File: config.mk
export PLATFORM = sky130hd
export DESIGN_NAME = aab_core
export DESIGN_NICKNAME = d
export VERILOG_FILES = /design/src/pkg/aab_pkg.sv /design/src/rtl/aab_adder.sv /design/src/rtl/aab_core.sv
export VERILOG_INCLUDE_DIRS = /design/src /design/src/pkg
export SDC_FILE = /design/constraint.sdc
export NUM_CORES = 1
export LEC_CHECK = 0
export ABC_AREA = 0
export ABC_CLOCK_PERIOD_IN_PS = 3500
export BUFFER_PORTS_ARGS = -buffer_cell sky130_fd_sc_hd__buf_2
export CAP_MARGIN = 20
export CORE_ASPECT_RATIO = 2
export CORE_MARGIN = 3
export CORE_UTILIZATION = 33
export DETAILED_ROUTE_END_ITERATION = 10
export PLACE_DENSITY = 0.53
export SYNTH_ARGS = -nofsm -noshare
export SYNTH_HDL_FRONTEND = slang
export SYNTH_SLANG_ARGS = --single-unit
File: constraint.sdc
create_clock -name clk_in -period 3.5 [get_ports clk_in]
set_input_delay 1.05 -clock clk_in [delete_from_list [all_inputs] [get_ports clk_in]]
set_output_delay 1.05 -clock clk_in [all_outputs]
set_load 0.03 [all_outputs]
File: src/pkg/aab_params.svh
// constants for the accumulator alu datapath
`ifndef AAB_PARAMS_SVH
`define AAB_PARAMS_SVH
`define AAB_DATA_W 8
`define AAB_ADDR_W 7
`define AAB_BIT_W 3
`define AAB_W_RESET 8'h00
`define AAB_NIBBLE_MSB 3
`endif

File: src/pkg/aab_pkg.sv
// types for the accumulator alu datapath
package aab_pkg;
  typedef enum logic [2:0] {
    AAB_OP_ADD_LIT = 3'h0,
    AAB_OP_ADD_FILE = 3'h1,
    AAB_OP_AND_LIT = 3'h2,
    AAB_OP_AND_FILE = 3'h3,
    AAB_OP_BIT_CLR = 3'h4,
    AAB_OP_BIT_SET = 3'h5,
    AAB_OP_SKIP_CLR = 3'h6,
    AAB_OP_SKIP_SET = 3'h7
  } aab_op_t;
  typedef enum logic [0:0] {
    AAB_ST_RUN = 1'b0,
    AAB_ST_NOP = 1'b1
  } aab_state_t;
endpackage

File: src/rtl/aab_adder.sv
// 8-bit adder with carry out of bit 3 and bit 7
`timescale 1ns/1ps
`include "aab_params.svh"
module aab_adder #(
  parameter int WIDTH = `AAB_DATA_W
) (
  input wire logic [WIDTH-1:0] a_in,
  input wire logic [WIDTH-1:0] b_in,
  output logic [WIDTH-1:0] sum_out,
  output logic carry_out,
  output logic digit_carry_out
);
  logic [4:0] low_sum;
  logic [WIDTH:0] full_sum;
  always_comb begin
    low_sum = {1'b0, a_in[`AAB_NIBBLE_MSB:0]} + {1'b0, b_in[`AAB_NIBBLE_MSB:0]};
    full_sum = {1'b0, a_in} + {1'b0, b_in};
    sum_out = full_sum[WIDTH-1:0];
    carry_out = full_sum[WIDTH]; // [RULE9]
    digit_carry_out = low_sum[4]; // [RULE9]
  end
endmodule

File: src/rtl/aab_core.sv
// execution datapath for add, and, bit and skip operations
`timescale 1ns/1ps
`include "aab_params.svh"
// Functional notes
// [RULE1] add literal: w plus literal into w, carry, digit carry, zero updated
// [RULE2] add file: w plus file, result to w if dest 0 else file
// [RULE3] and literal: w and literal into w, only zero updated
// [RULE4] and file: w and file, routed by dest, only zero updated
// [RULE5] bit clear: selected file bit forced to 0, flags untouched
// [RULE6] bit set: selected file bit forced to 1, flags untouched
// [RULE7] skip if clear: bit 0 discards next instruction as a nop cycle
// [RULE8] skip if set: bit 1 discards next instruction; tests change no flag
// [RULE9] zero on zero result, carry out of bit 7, digit carry bit 3
// [RULE10] non-skipping operations take one cycle; file addresses are 7 bits
module aab_core
  import aab_pkg::*;
#(
  parameter int DATA_W = `AAB_DATA_W,
  parameter int ADDR_W = `AAB_ADDR_W
) (
  input wire logic clk_in,
  input wire logic reset_in,
  input wire logic exec_valid_in,
  input wire aab_op_t op_in,
  input wire logic [DATA_W-1:0] literal_in,
  input wire logic [ADDR_W-1:0] file_addr_in,
  input wire logic dest_file_in,
  input wire logic [`AAB_BIT_W-1:0] bit_sel_in,
  input wire logic [DATA_W-1:0] file_rdata_in,
  output logic [ADDR_W-1:0] file_raddr_out,
  output logic file_we_out,
  output logic [ADDR_W-1:0] file_waddr_out,
  output logic [DATA_W-1:0] file_wdata_out,
  output logic [DATA_W-1:0] acc_out,
  output logic carry_flag_out,
  output logic digit_carry_flag_out,
  output logic zero_flag_out,
  output logic nop_cycle_out
);
  // ==========================================================
  // state
  aab_state_t state;
  aab_state_t next_state;
  logic [DATA_W-1:0] acc;
  logic [DATA_W-1:0] next_acc;
  logic carry;
  logic next_carry;
  logic digit_carry;
  logic next_digit_carry;
  logic zero;
  logic next_zero;
  logic we;
  logic next_we;
  logic [ADDR_W-1:0] waddr;
  logic [ADDR_W-1:0] next_waddr;
  logic [DATA_W-1:0] wdata;
  logic [DATA_W-1:0] next_wdata;
  logic [DATA_W-1:0] add_b;
  logic [DATA_W-1:0] add_sum;
  logic add_c;
  logic add_digit_carry;
  logic [DATA_W-1:0] and_res;
  logic [DATA_W-1:0] bit_hit;
  logic [DATA_W-1:0] clr_res;
  logic [DATA_W-1:0] set_res;
  logic test_bit;
  logic skip_taken;
  logic running;

  // ==========================================================
  // datapath
  // file read is combinational so every operation fits one cycle
  assign file_raddr_out = file_addr_in; // [RULE10]
  assign running = exec_valid_in && (state == AAB_ST_RUN);
  assign add_b = (op_in == AAB_OP_ADD_LIT) ? literal_in : file_rdata_in;
  assign and_res = acc & ((op_in == AAB_OP_AND_LIT) ? literal_in : file_rdata_in);
  assign test_bit = |(file_rdata_in & bit_hit);
  assign skip_taken = ((op_in == AAB_OP_SKIP_CLR) && !test_bit) || // [RULE7]
    ((op_in == AAB_OP_SKIP_SET) && test_bit); // [RULE8]

  aab_adder #(
    .WIDTH(DATA_W)
  ) u_adder (
    .a_in(acc),
    .b_in(add_b),
    .sum_out(add_sum),
    .carry_out(add_c),
    .digit_carry_out(add_digit_carry)
  );

  // ==========================================================
  // bit operations
  // a decoded one-hot slice per bit avoids a variable shifter
  generate
    for (genvar i = 0; i < DATA_W; i++) begin : g_bit
      assign bit_hit[i] = (int'(bit_sel_in) == i);
      assign clr_res[i] = file_rdata_in[i] & ~bit_hit[i]; // [RULE5]
      assign set_res[i] = file_rdata_in[i] | bit_hit[i]; // [RULE6]
    end
  endgenerate

  // ==========================================================
  // next values
  always_comb begin
    next_acc = acc;
    next_carry = carry;
    next_digit_carry = digit_carry;
    next_zero = zero;
    next_we = 1'b0;
    next_waddr = waddr;
    next_wdata = wdata;
    // instruction arriving during the nop cycle is the discarded one
    if (running) begin
      case (op_in)
        AAB_OP_ADD_LIT: begin
          next_acc = add_sum; // [RULE1]
          next_carry = add_c;
          next_digit_carry = add_digit_carry;
          next_zero = (add_sum == '0); // [RULE9]
        end
        AAB_OP_ADD_FILE: begin
          next_carry = add_c; // [RULE2]
          next_digit_carry = add_digit_carry;
          next_zero = (add_sum == '0);
          if (dest_file_in) begin
            next_we = 1'b1;
            next_waddr = file_addr_in;
            next_wdata = add_sum;
          end else begin
            next_acc = add_sum;
          end
        end
        AAB_OP_AND_LIT: begin
          next_acc = and_res; // [RULE3]
          next_zero = (and_res == '0);
        end
        AAB_OP_AND_FILE: begin
          next_zero = (and_res == '0); // [RULE4]
          if (dest_file_in) begin
            next_we = 1'b1;
            next_waddr = file_addr_in;
            next_wdata = and_res;
          end else begin
            next_acc = and_res;
          end
        end
        AAB_OP_BIT_CLR: begin
          next_we = 1'b1; // [RULE5]
          next_waddr = file_addr_in;
          next_wdata = clr_res;
        end
        AAB_OP_BIT_SET: begin
          next_we = 1'b1; // [RULE6]
          next_waddr = file_addr_in;
          next_wdata = set_res;
        end
        default: begin
          // skips change no flag and write nothing
          next_we = 1'b0; // [RULE8]
        end
      endcase
    end
  end

  // ==========================================================
  // skip state
  // the nop waits for a valid instruction so a stalled fetch cannot
  // let the skipped one slip through
  always_comb begin
    next_state = state;
    case (state)
      AAB_ST_RUN: begin
        if (exec_valid_in && skip_taken) begin
          next_state = AAB_ST_NOP; // [RULE7]
        end
      end
      AAB_ST_NOP: begin
        if (exec_valid_in) begin
          next_state = AAB_ST_RUN; // [RULE8]
        end
      end
      default: begin
        next_state = AAB_ST_RUN;
      end
    endcase
  end

  always_ff @(posedge clk_in or posedge reset_in) begin
    if (reset_in) begin
      state <= AAB_ST_RUN;
    end else begin
      state <= next_state;
    end
  end

  // ==========================================================
  // registers
  always_ff @(posedge clk_in or posedge reset_in) begin
    if (reset_in) begin
      acc <= `AAB_W_RESET;
      carry <= 1'b0;
      digit_carry <= 1'b0;
      zero <= 1'b0;
      we <= 1'b0;
      waddr <= '0;
      wdata <= '0;
    end else begin
      acc <= next_acc;
      carry <= next_carry;
      digit_carry <= next_digit_carry;
      zero <= next_zero;
      we <= next_we;
      waddr <= next_waddr;
      wdata <= next_wdata;
    end
  end

  assign acc_out = acc;
  assign carry_flag_out = carry;
  assign digit_carry_flag_out = digit_carry;
  assign zero_flag_out = zero;
  assign file_we_out = we;
  assign file_waddr_out = waddr;
  assign file_wdata_out = wdata;
  assign nop_cycle_out = (state == AAB_ST_NOP);
endmodule

==> results of run 1 <==
synth_stat cells (2+ instances only):
master    count  area share
a211oi_1      7       0.023
a21oi_1      17       0.037
a31oi_1       3      0.0081
and2_1        2      0.0054
and4_1        2      0.0076
buf_2         7       0.015
buf_4         8       0.026
clkbuf_1      5      0.0081
dfrtp_1      28        0.30
ha_1          8       0.043
inv_1        14       0.023
mux2_2       16       0.078
mux2i_1      17       0.074
nand2_1      20       0.032
nand2b_1      5       0.014
nand3_1       5       0.011
nand3b_1      5       0.016
nand4_1       4       0.011
nor2_1       10       0.016
nor2b_1       2      0.0054
nor3_1       11       0.024
nor3b_1       3      0.0097
o211ai_1      2      0.0065
o21a_1        2      0.0065
o21ai_0      17       0.037
o221ai_1      2      0.0076
o22ai_1       5       0.014
o311ai_1      3       0.011
o31ai_1       4       0.013
xnor2_1       3       0.011
cell type report:
type,count,area (um^2)
clock buffer,3,75.1
multi-input combinational,197,1440
tap,88,110
clock inverter,1,30.0
timing repair buffer,81,440
fill,724,3880
sequential,28,701
inverter,15,56.3
placed cells by master (no fill, tap or decap), types with 3 or more instances in the layout:
master / count
xnor2_1: 3
nor3b_1: 3
nand3_1: 5
inv_1: 14
nor2_1: 10
nand2b_1: 5
o22ai_1: 5
a31oi_1: 3
buf_4: 14
nand2_1: 20
a211oi_1: 7
ha_1: 8
buf_2: 67
clkbuf_16: 3
dfrtp_1: 28
nand3b_1: 5
o31ai_1: 4
mux2_2: 16
nand4_1: 4
o21ai_0: 17
o311ai_1: 3
a21oi_1: 17
nor3_1: 11
mux2i_1: 17
per-stage QoR:
step	total power, mW	area, um^2	utilization	setup slack, ns	cells
2_1_floorplan	1.34	2320	-	0.0909	261
3_3_place_gp	1.77	2740	0.408	-0.0631	409
3_5_place_dp	1.77	2740	0.408	-0.0760	409
4_1_cts	2.13	2850	0.423	0.198	413
5_1_grt	2.25	2850	0.423	0.0234	413
6_report	2.11	2850	0.423	0.202	413
metal layers:
metal	track usage	vias to the layer above	share of wire
li1	-	1093	-
met1	0.207	1030	0.37
met2	0.344	74	0.55
met3	0.0171	19	0.041
met4	0.0990	0	0.040
met5	0	-	0
power by group through the flow:
stage / sequential, mW / combinational [mW] / clock, mW
after floorplan: 0.748 / 0.591 / 0
after global placement: 0.541 / 1.22 / 0
after detailed placement: 0.545 / 1.22 / 0
after CTS: 0.539 / 1.23 / 0.366
after global routing: 0.555 / 1.32 / 0.376
final: 0.536 / 1.22 / 0.353
final timing paths:
path | from | endpoint | cells after the start
max in group asynchronous | reset_in | nop_cycle_out | 3
hold reg to reg | file_wdata_out[1] | file_wdata_out[1] | 2
hold / removal | file_wdata_out[1] | file_wdata_out[1] | 2
setup reg to reg | acc_out[0] | file_wdata_out[6] | 7
min in group asynchronous | reset_in | file_wdata_out[7] | 3
setup / recovery | op_in[1] | file_wdata_out[6] | 10
logic make-up after synthesis:
logic type                 count (synthesis)  share of synthesized area
AOI/OAI and AO/OA                         76                      0.225
xor gates and xnor gates                   3                     0.0114
adders and majority gates                  9                     0.0520
buffers and inverters                     36                     0.0785
DFF                                       28                      0.303
muxes                                     34                      0.156
and+or+nand+nor                           75                      0.174
flip-flops by register name (all words and copies together), names as in the netlist:
register,flops
zero_flag_out,1
file_waddr_out,7
carry_flag_out,1
digit_carry_flag_out,1
file_we_out,1
acc_out,8
nop_cycle_out,1
file_wdata_out,8
worst reg2reg max path: cells and delay by family, from the launching register on:
family	cells	cell delay, ns
adder cells (fa/ha/maj)	2	0.67
flip-flops	1	0.43
AO/OA/AOI/OAI	3	0.68
AND/OR/NAND/NOR	2	0.28
==> metrics, run 1 <==
status complete, no violations; nature of the critical path startpoint primary input; Initial Util 0.344; die height 124 um; Clock transition at path regs 0.07 ns; unrepaired setup endpoints after global routing false; Via Count 2,216; DR WL/cell 17.8 um; Slew @ Worst Pin 0.534 ns; Sequential Power Share 0.254; postcts setup bufs 0; root buf cell clkbuf_16; DR iter-0 viols 88; site row count 42; Static Leak 1.30 nW; die area 8100 um^2; max-slew violation count 0; Hold Path Class reg -> reg; critical path arrival 3.46 ns; cell-by-cell listing of the critical path buf_2 > nor3_4 > mux2_2 > ha_1 > fa_1 > nand3_1 > a21oi_1 > o221ai_1 > nand2_1 > o311ai_1; Ant. Diodes 0; Post-synth EDFFs 0; Psw 0.996 mW; PwrDens 741 nW/um^2; setup_tns 0 ns; sequential area share after synthesis 0.303; via/cell ratio 5.37; Synth Register Bits 28; nature of the critical path endpoint register; largest net degree at the start of global routing 29; htree depth 1; CP Class in -> reg; core footprint 6730 um^2; Crit-path slowest cell fa_1; combinational power share 0.579; grt total ovfl 0; first-pass GRT wire length 11,900 um; Synth warnings 0; clock sinks 28; final worst-path cycle share 0.942; Rel. slew slack 0.643; DRC Markers 0; Final Skew 0.00726 ns; switching part of the total power 0.472; gr usage total 0.189; Post-Syn Area 2310 um^2; Worst Path Max Fanout 5; initial antenna violation count 0; CTS resizes 0; Post-Syn Nets 303; endpoints failing setup 0; Routability Congestion 0.894; Detailed Place HPWL 5870 um; clk buf depth 2; max-cap viol count 0; asr flop ratio synth 1.00; cell family with most CP delay compound AO/OA/AOI/OAI gates; Syn Inst Count 261; Detailed Route WL 7350 um; fin nets 368; synthesis-to-layout area growth 23.2%; Max VDD drop 358 uV; CTS tree built; Top FF cell, synth dfrtp_1; vias in the first global route 2,311; DRT Pass-1 Iters 4; CTS buffer count 3; CTS Hold Bufs 0; port buffer count 67; max incr delay on CP 0.41 ns; share of cells above drive strength 1 0.342; maximum clock frequency 303 MHz; clk_lat worst skew 0.27 ns; FF-to-FF setup slack 1.32 ns; Clock Power Share 0.167; crit path time final 3.30 ns; Internal 1.12 mW; Syn Area/Cell 8.85 um^2; Worst EP required 3.66 ns; post-route antenna net violation count 0; count of cell types in the netlist 54; IO Pins 68; final hold violation count 0; final hold slack 0.482 ns; Die W 65.2 um; worst path buffer plus inverter count 1
No activity file was read; power rests on OpenSTA's default activity.
==> run 2, diff against run 1 <==
Settings changed: CORE_UTILIZATION 33 to 50, PLACE_DENSITY 0.53 to 0.76.
==> metrics, run 2 (same netlist as run 1, synthesis figures left out) <==
htree depth 1; CTS resizes 0; vias in the first global route 2,173; initial antenna violation count 0; post-route antenna net violation count 0; first-pass GRT wire length 10,300 um; DRT Pass-1 Iters 5; commonest non-fill, non-tap cell in the layout buf_2; Static Leak 1.28 nW; DR iter-0 viols 47; setup_tns 0 ns; gr usage total 0.252; endpoints failing setup 0; CP Class in -> reg; clk_lat worst skew 0.28 ns; postcts setup bufs 0; share of cells above drive strength 1 0.337; IO Pins 68; status complete, no violations; PwrDens 717 nW/um^2; maximum clock frequency 308 MHz; clock sinks 28; port buffer count 67; largest net degree at the start of global routing 29; max-cap viol count 0; Ant. Diodes 0; Detailed Place HPWL 5290 um; core footprint 4420 um^2; via/cell ratio 6.20; total power 1.98 mW; synthesis-to-layout area growth 19.8%; Internal 1.02 mW; Psw 0.968 mW; final worst-path cycle share 0.928; die area 5520 um^2; Routability Congestion 1.01; Placed Instances 373; unrepaired setup endpoints after global routing false; critical path arrival 3.44 ns; Sequential Power Share 0.270; Rel. slew slack 0.593; nature of the critical path startpoint primary input; crit path time final 3.25 ns; Max VDD drop 551 uV; Die W 54.1 um; Via Count 2,336; DR WL/cell 17.8 um; grt total ovfl 0; Final Skew 0.00695 ns; switching part of the total power 0.488; Hold Path Class reg -> reg; CTS tree built; worst-case reg-to-reg path depth 7; Detailed Route WL 6700 um; Worst EP required 3.70 ns; clk buf depth 2; Worst Path Max Fanout 6; combinational power share 0.598; hold depth 2; die height 102 um; Clock transition at path regs 0.10 ns; max-slew violation count 0; Slew @ Worst Pin 0.606 ns; final hold violation count 0; Clock Power Share 0.132; final non-filler cell total 377; most frequent cells in the layout buf_2, dfrtp_1, nand2_1; nature of the critical path endpoint register; DRC Markers 0; Initial Util 0.522; site row count 34; root buf cell clkbuf_8; CTS Hold Bufs 0; CTS buffer count 3; final hold slack 0.477 ns; fin nets 366
==> run 2: cell types whose count changed in the layout (fill, tap and decap cells not counted) <==
| cell | change |
|---|---|
| buf_4 | -3 |
| clkbuf_16 | -3 |
| clkbuf_8 | +3 |
| buf_12 | +1 |
==> run 2: metal layers <==
| layer | vias up | track usage | part of all wire |
|---|---|---|---|
| li1 | 1088 | - | - |
| met1 | 1113 | 0.287 | 0.37 |
| met2 | 106 | 0.444 | 0.54 |
| met3 | 29 | 0.0131 | 0.048 |
| met4 | 0 | 0.148 | 0.050 |
| met5 | - | 0 | 0 |
==> run 2: power groups by stage <==
stage	logic, mW	clock network (mW)	registers [mW]
final	1.19	0.261	0.537
after global routing	1.29	0.278	0.553
after CTS	1.18	0.264	0.536
after detailed placement	1.18	0	0.544
after global placement	1.16	0	0.539
after floorplan	0.591	0	0.748
==> run 2: final timing paths <==
| kind | slack [ns] | start | to |
|---|---|---|---|
| max in group asynchronous | 2.40 | reset_in | nop_cycle_out |
| setup reg to reg | 1.35 | acc_out[2] | file_wdata_out[7] |
| min in group asynchronous | 0.82 | reset_in | acc_out[6] |
| hold / removal | 0.48 | file_wdata_out[2] | file_wdata_out[2] |
| hold reg to reg | 0.48 | file_wdata_out[2] | file_wdata_out[2] |
| setup / recovery | 0.25 | op_in[1] | file_wdata_out[7] |
==> run 2: critical path, cell delays in order <==
cell	delay (ns)
buf_2	0.12
nor3_4	0.22
buf_12	0.15
mux2_2	0.33
ha_1	0.33
o21ai_0	0.29
buf_4	0.17
nor2_1	0.05
o2bb2ai_1	0.38
o311ai_1	0.16
o221ai_1	0.19
==> run 2: layout make-up <==
| type | instances | area [um^2] |
|---|---|---|
| fillers | 414 | 1660 |
| multi-input cells | 197 | 1440 |
| flip-flops and latches | 28 | 701 |
| repair buffers | 79 | 438 |
| well taps | 54 | 67.6 |
| inverters | 15 | 56.3 |
| clock buffers | 3 | 41.3 |
| clock inverters | 1 | 30.0 |
==> run 2: metrics by stage <==
step                      cell area (um^2)  utilization  setup slack [ns]
final                                 2770        0.626             0.252
after global routing                  2770        0.626            0.0697
after CTS                             2770        0.626             0.282
after detailed placement              2700        0.610          -0.00949
after global placement                2700        0.610            0.0337
after floorplan                       2320            -            0.0909
==> run 3, diff against run 2 <==
Settings changed: ABC_CLOCK_PERIOD_IN_PS 3500 to 2870, CORE_UTILIZATION 50 to 47, CTS_CLUSTER_SIZE set to 30, PLACE_DENSITY 0.76 to 0.75.
Clock period 3.5 ns to 2.87 ns, I/O delays scaled along.
==> metrics, run 3 (same netlist as run 1, synthesis figures left out) <==
final hold violation count 0; Worst Path Max Fanout 8; Via Count 2,398; CTS Hold Bufs 0; Clock transition at path regs 0.10 ns; DRC Markers 0; die height 105 um; via/cell ratio 6.18; DR WL/cell 18.8 um; Psw 1.36 mW; Max VDD drop 684 uV; CP Class in -> reg; final worst-path cycle share 0.973; initial antenna violation count 0; pre-CTS WS -0.401 ns; site row count 35; Post-Layout Inst Area 3080 um^2; Final Skew 0.0109 ns; clk buf depth 2; first-pass GRT wire length 11,600 um; Routability Congestion 0.951; gr usage total 0.251; nature of the critical path endpoint register; endpoints failing setup 0; maximum clock frequency 358 MHz; clk_lat worst skew 0.30 ns; DR iter-0 viols 115; die area 5850 um^2; max-cap viol count 0; nature of the critical path startpoint primary input; PwrDens 920 nW/um^2; share of cells above drive strength 1 0.435; Util after Layout 0.657; switching part of the total power 0.482; Detailed Place HPWL 5700 um; Die W 55.6 um; Ant. Diodes 0; Rel. slew slack 0.616; Hold Path Class reg -> reg; Static Leak 1.38 nW; htree depth 1; Internal 1.47 mW; cell family with most CP delay adder cells; Hold Path Origin file_wdata_out[3]; CTS buffer count 3; largest net degree at the start of global routing 29; DRT Pass-1 Iters 5; clock sinks 28; worst reg2reg startpoint acc_out[1]; port buffer count 67; Worst EP required 3.06 ns; status complete, no violations; vias in the first global route 2,463; Initial Util 0.493; cell-by-cell listing of the critical path buf_8 > nor3_4 > buf_12 > mux2_4 > ha_4 > fa_2 > nand3_2 > a21oi_2 > o221ai_2 > nand2_2 > o311ai_2; max-slew violation count 0; max incr delay on CP 0.38 ns; worst path buffer plus inverter count 2; commonest non-fill, non-tap cell in the layout buf_2; multi-input logic area 1650 um^2; Crit-path slowest cell fa_2; CP Launch Point op_in[1]; grt total ovfl 0; fin nets 376; CTS tree built; Reg area 701 um^2; Setup WS post-layout 0.0787 ns; Slew @ Worst Pin 0.572 ns; core footprint 4690 um^2; critical path arrival 2.98 ns; root buf cell clkbuf_8; IO Pins 68; Cell Area, Placed 2920 um^2; combinational power share 0.644; postcts setup bufs 0; unrepaired setup endpoints after global routing true; synthesis-to-layout area growth 33.3%; Detailed Route WL 7280 um; crit path time final 2.79 ns; most frequent cells in the layout buf_2, dfrtp_1, buf_4; Sequential Power Share 0.238; total power 2.83 mW; post-route antenna net violation count 0; setup_tns 0 ns; Clock Power Share 0.118; fill count 401
-- run 3: cell types whose count changed in the layout (fill, tap and decap cells not counted), moves of 3 or more --
cell and delta:
a21oi_2 +3, buf_4 +10, a21oi_1 -3, o311ai_1 -3
mux2_2 -4, ha_1 -6, mux2_4 +4, o21ai_0 -3
ha_4 +6
-- run 3: per-stage QoR --
stage               hold slack, ns  std cells
floorplan                    0.646        261
global placement             0.461        384
detailed placement           0.470        384
CTS                          0.493        388
global route                 0.513        388
finish                       0.488        388
-- run 3: tightest hold or removal path, delay by kind of cell (launching register included) --
| kind | cells | cell delay (ns) |
|---|---|---|
| AO/OA/AOI/OAI | 1 | 0.06 |
| flip-flops | 1 | 0.35 |
| AND/OR/NAND/NOR | 1 | 0.05 |
-- run 3: final timing paths --
check / end / slack, ns / cells after the start
hold / removal: file_wdata_out[3] / 0.49 / 2
hold reg to reg: file_wdata_out[3] / 0.49 / 2
setup / recovery: file_wdata_out[6] / 0.08 / 11
min in group asynchronous: acc_out[7] / 0.62 / 3
max in group asynchronous: file_wdata_out[5] / 1.96 / 3
setup reg to reg: file_wdata_out[7] / 0.90 / 6
-- run 3: repair_timing --
item	4_1_cts	5_1_grt
endpoints found under the hold margin	0	0
gates resized for setup	5	11
pin swaps	3	4
endpoints found under the setup margin	2	7
-- run 3: routing by layer --
| layer | GRT usage | routed length [um] | share of wire | up-vias |
|---|---|---|---|---|
| li1 | - | - | - | 1099 |
| met1 | 0.248 | 2490 | 0.34 | 1149 |
| met2 | 0.454 | 3950 | 0.54 | 118 |
| met3 | 0.0433 | 421 | 0.058 | 32 |
| met4 | 0.181 | 410 | 0.056 | 0 |
| met5 | 0 | 0 | 0 | - |
-- run 3: layout make-up --
cell class,count,area share
clock buffer,3,0.0134
clock inverter,1,0.00975
inverter,15,0.0183
multi-input combinational,197,0.537
sequential,28,0.227
tap,55,0.0223
timing repair buffer,89,0.172
-- run 3: power by group through the flow --
stage	sequential [mW]	combinational [mW]	clock, mW
after floorplan	0.931	0.886	0
after global placement	0.679	1.64	0
after detailed placement	0.681	1.69	0
after CTS	0.672	1.75	0.336
after global routing	0.696	1.96	0.346
final	0.674	1.82	0.334
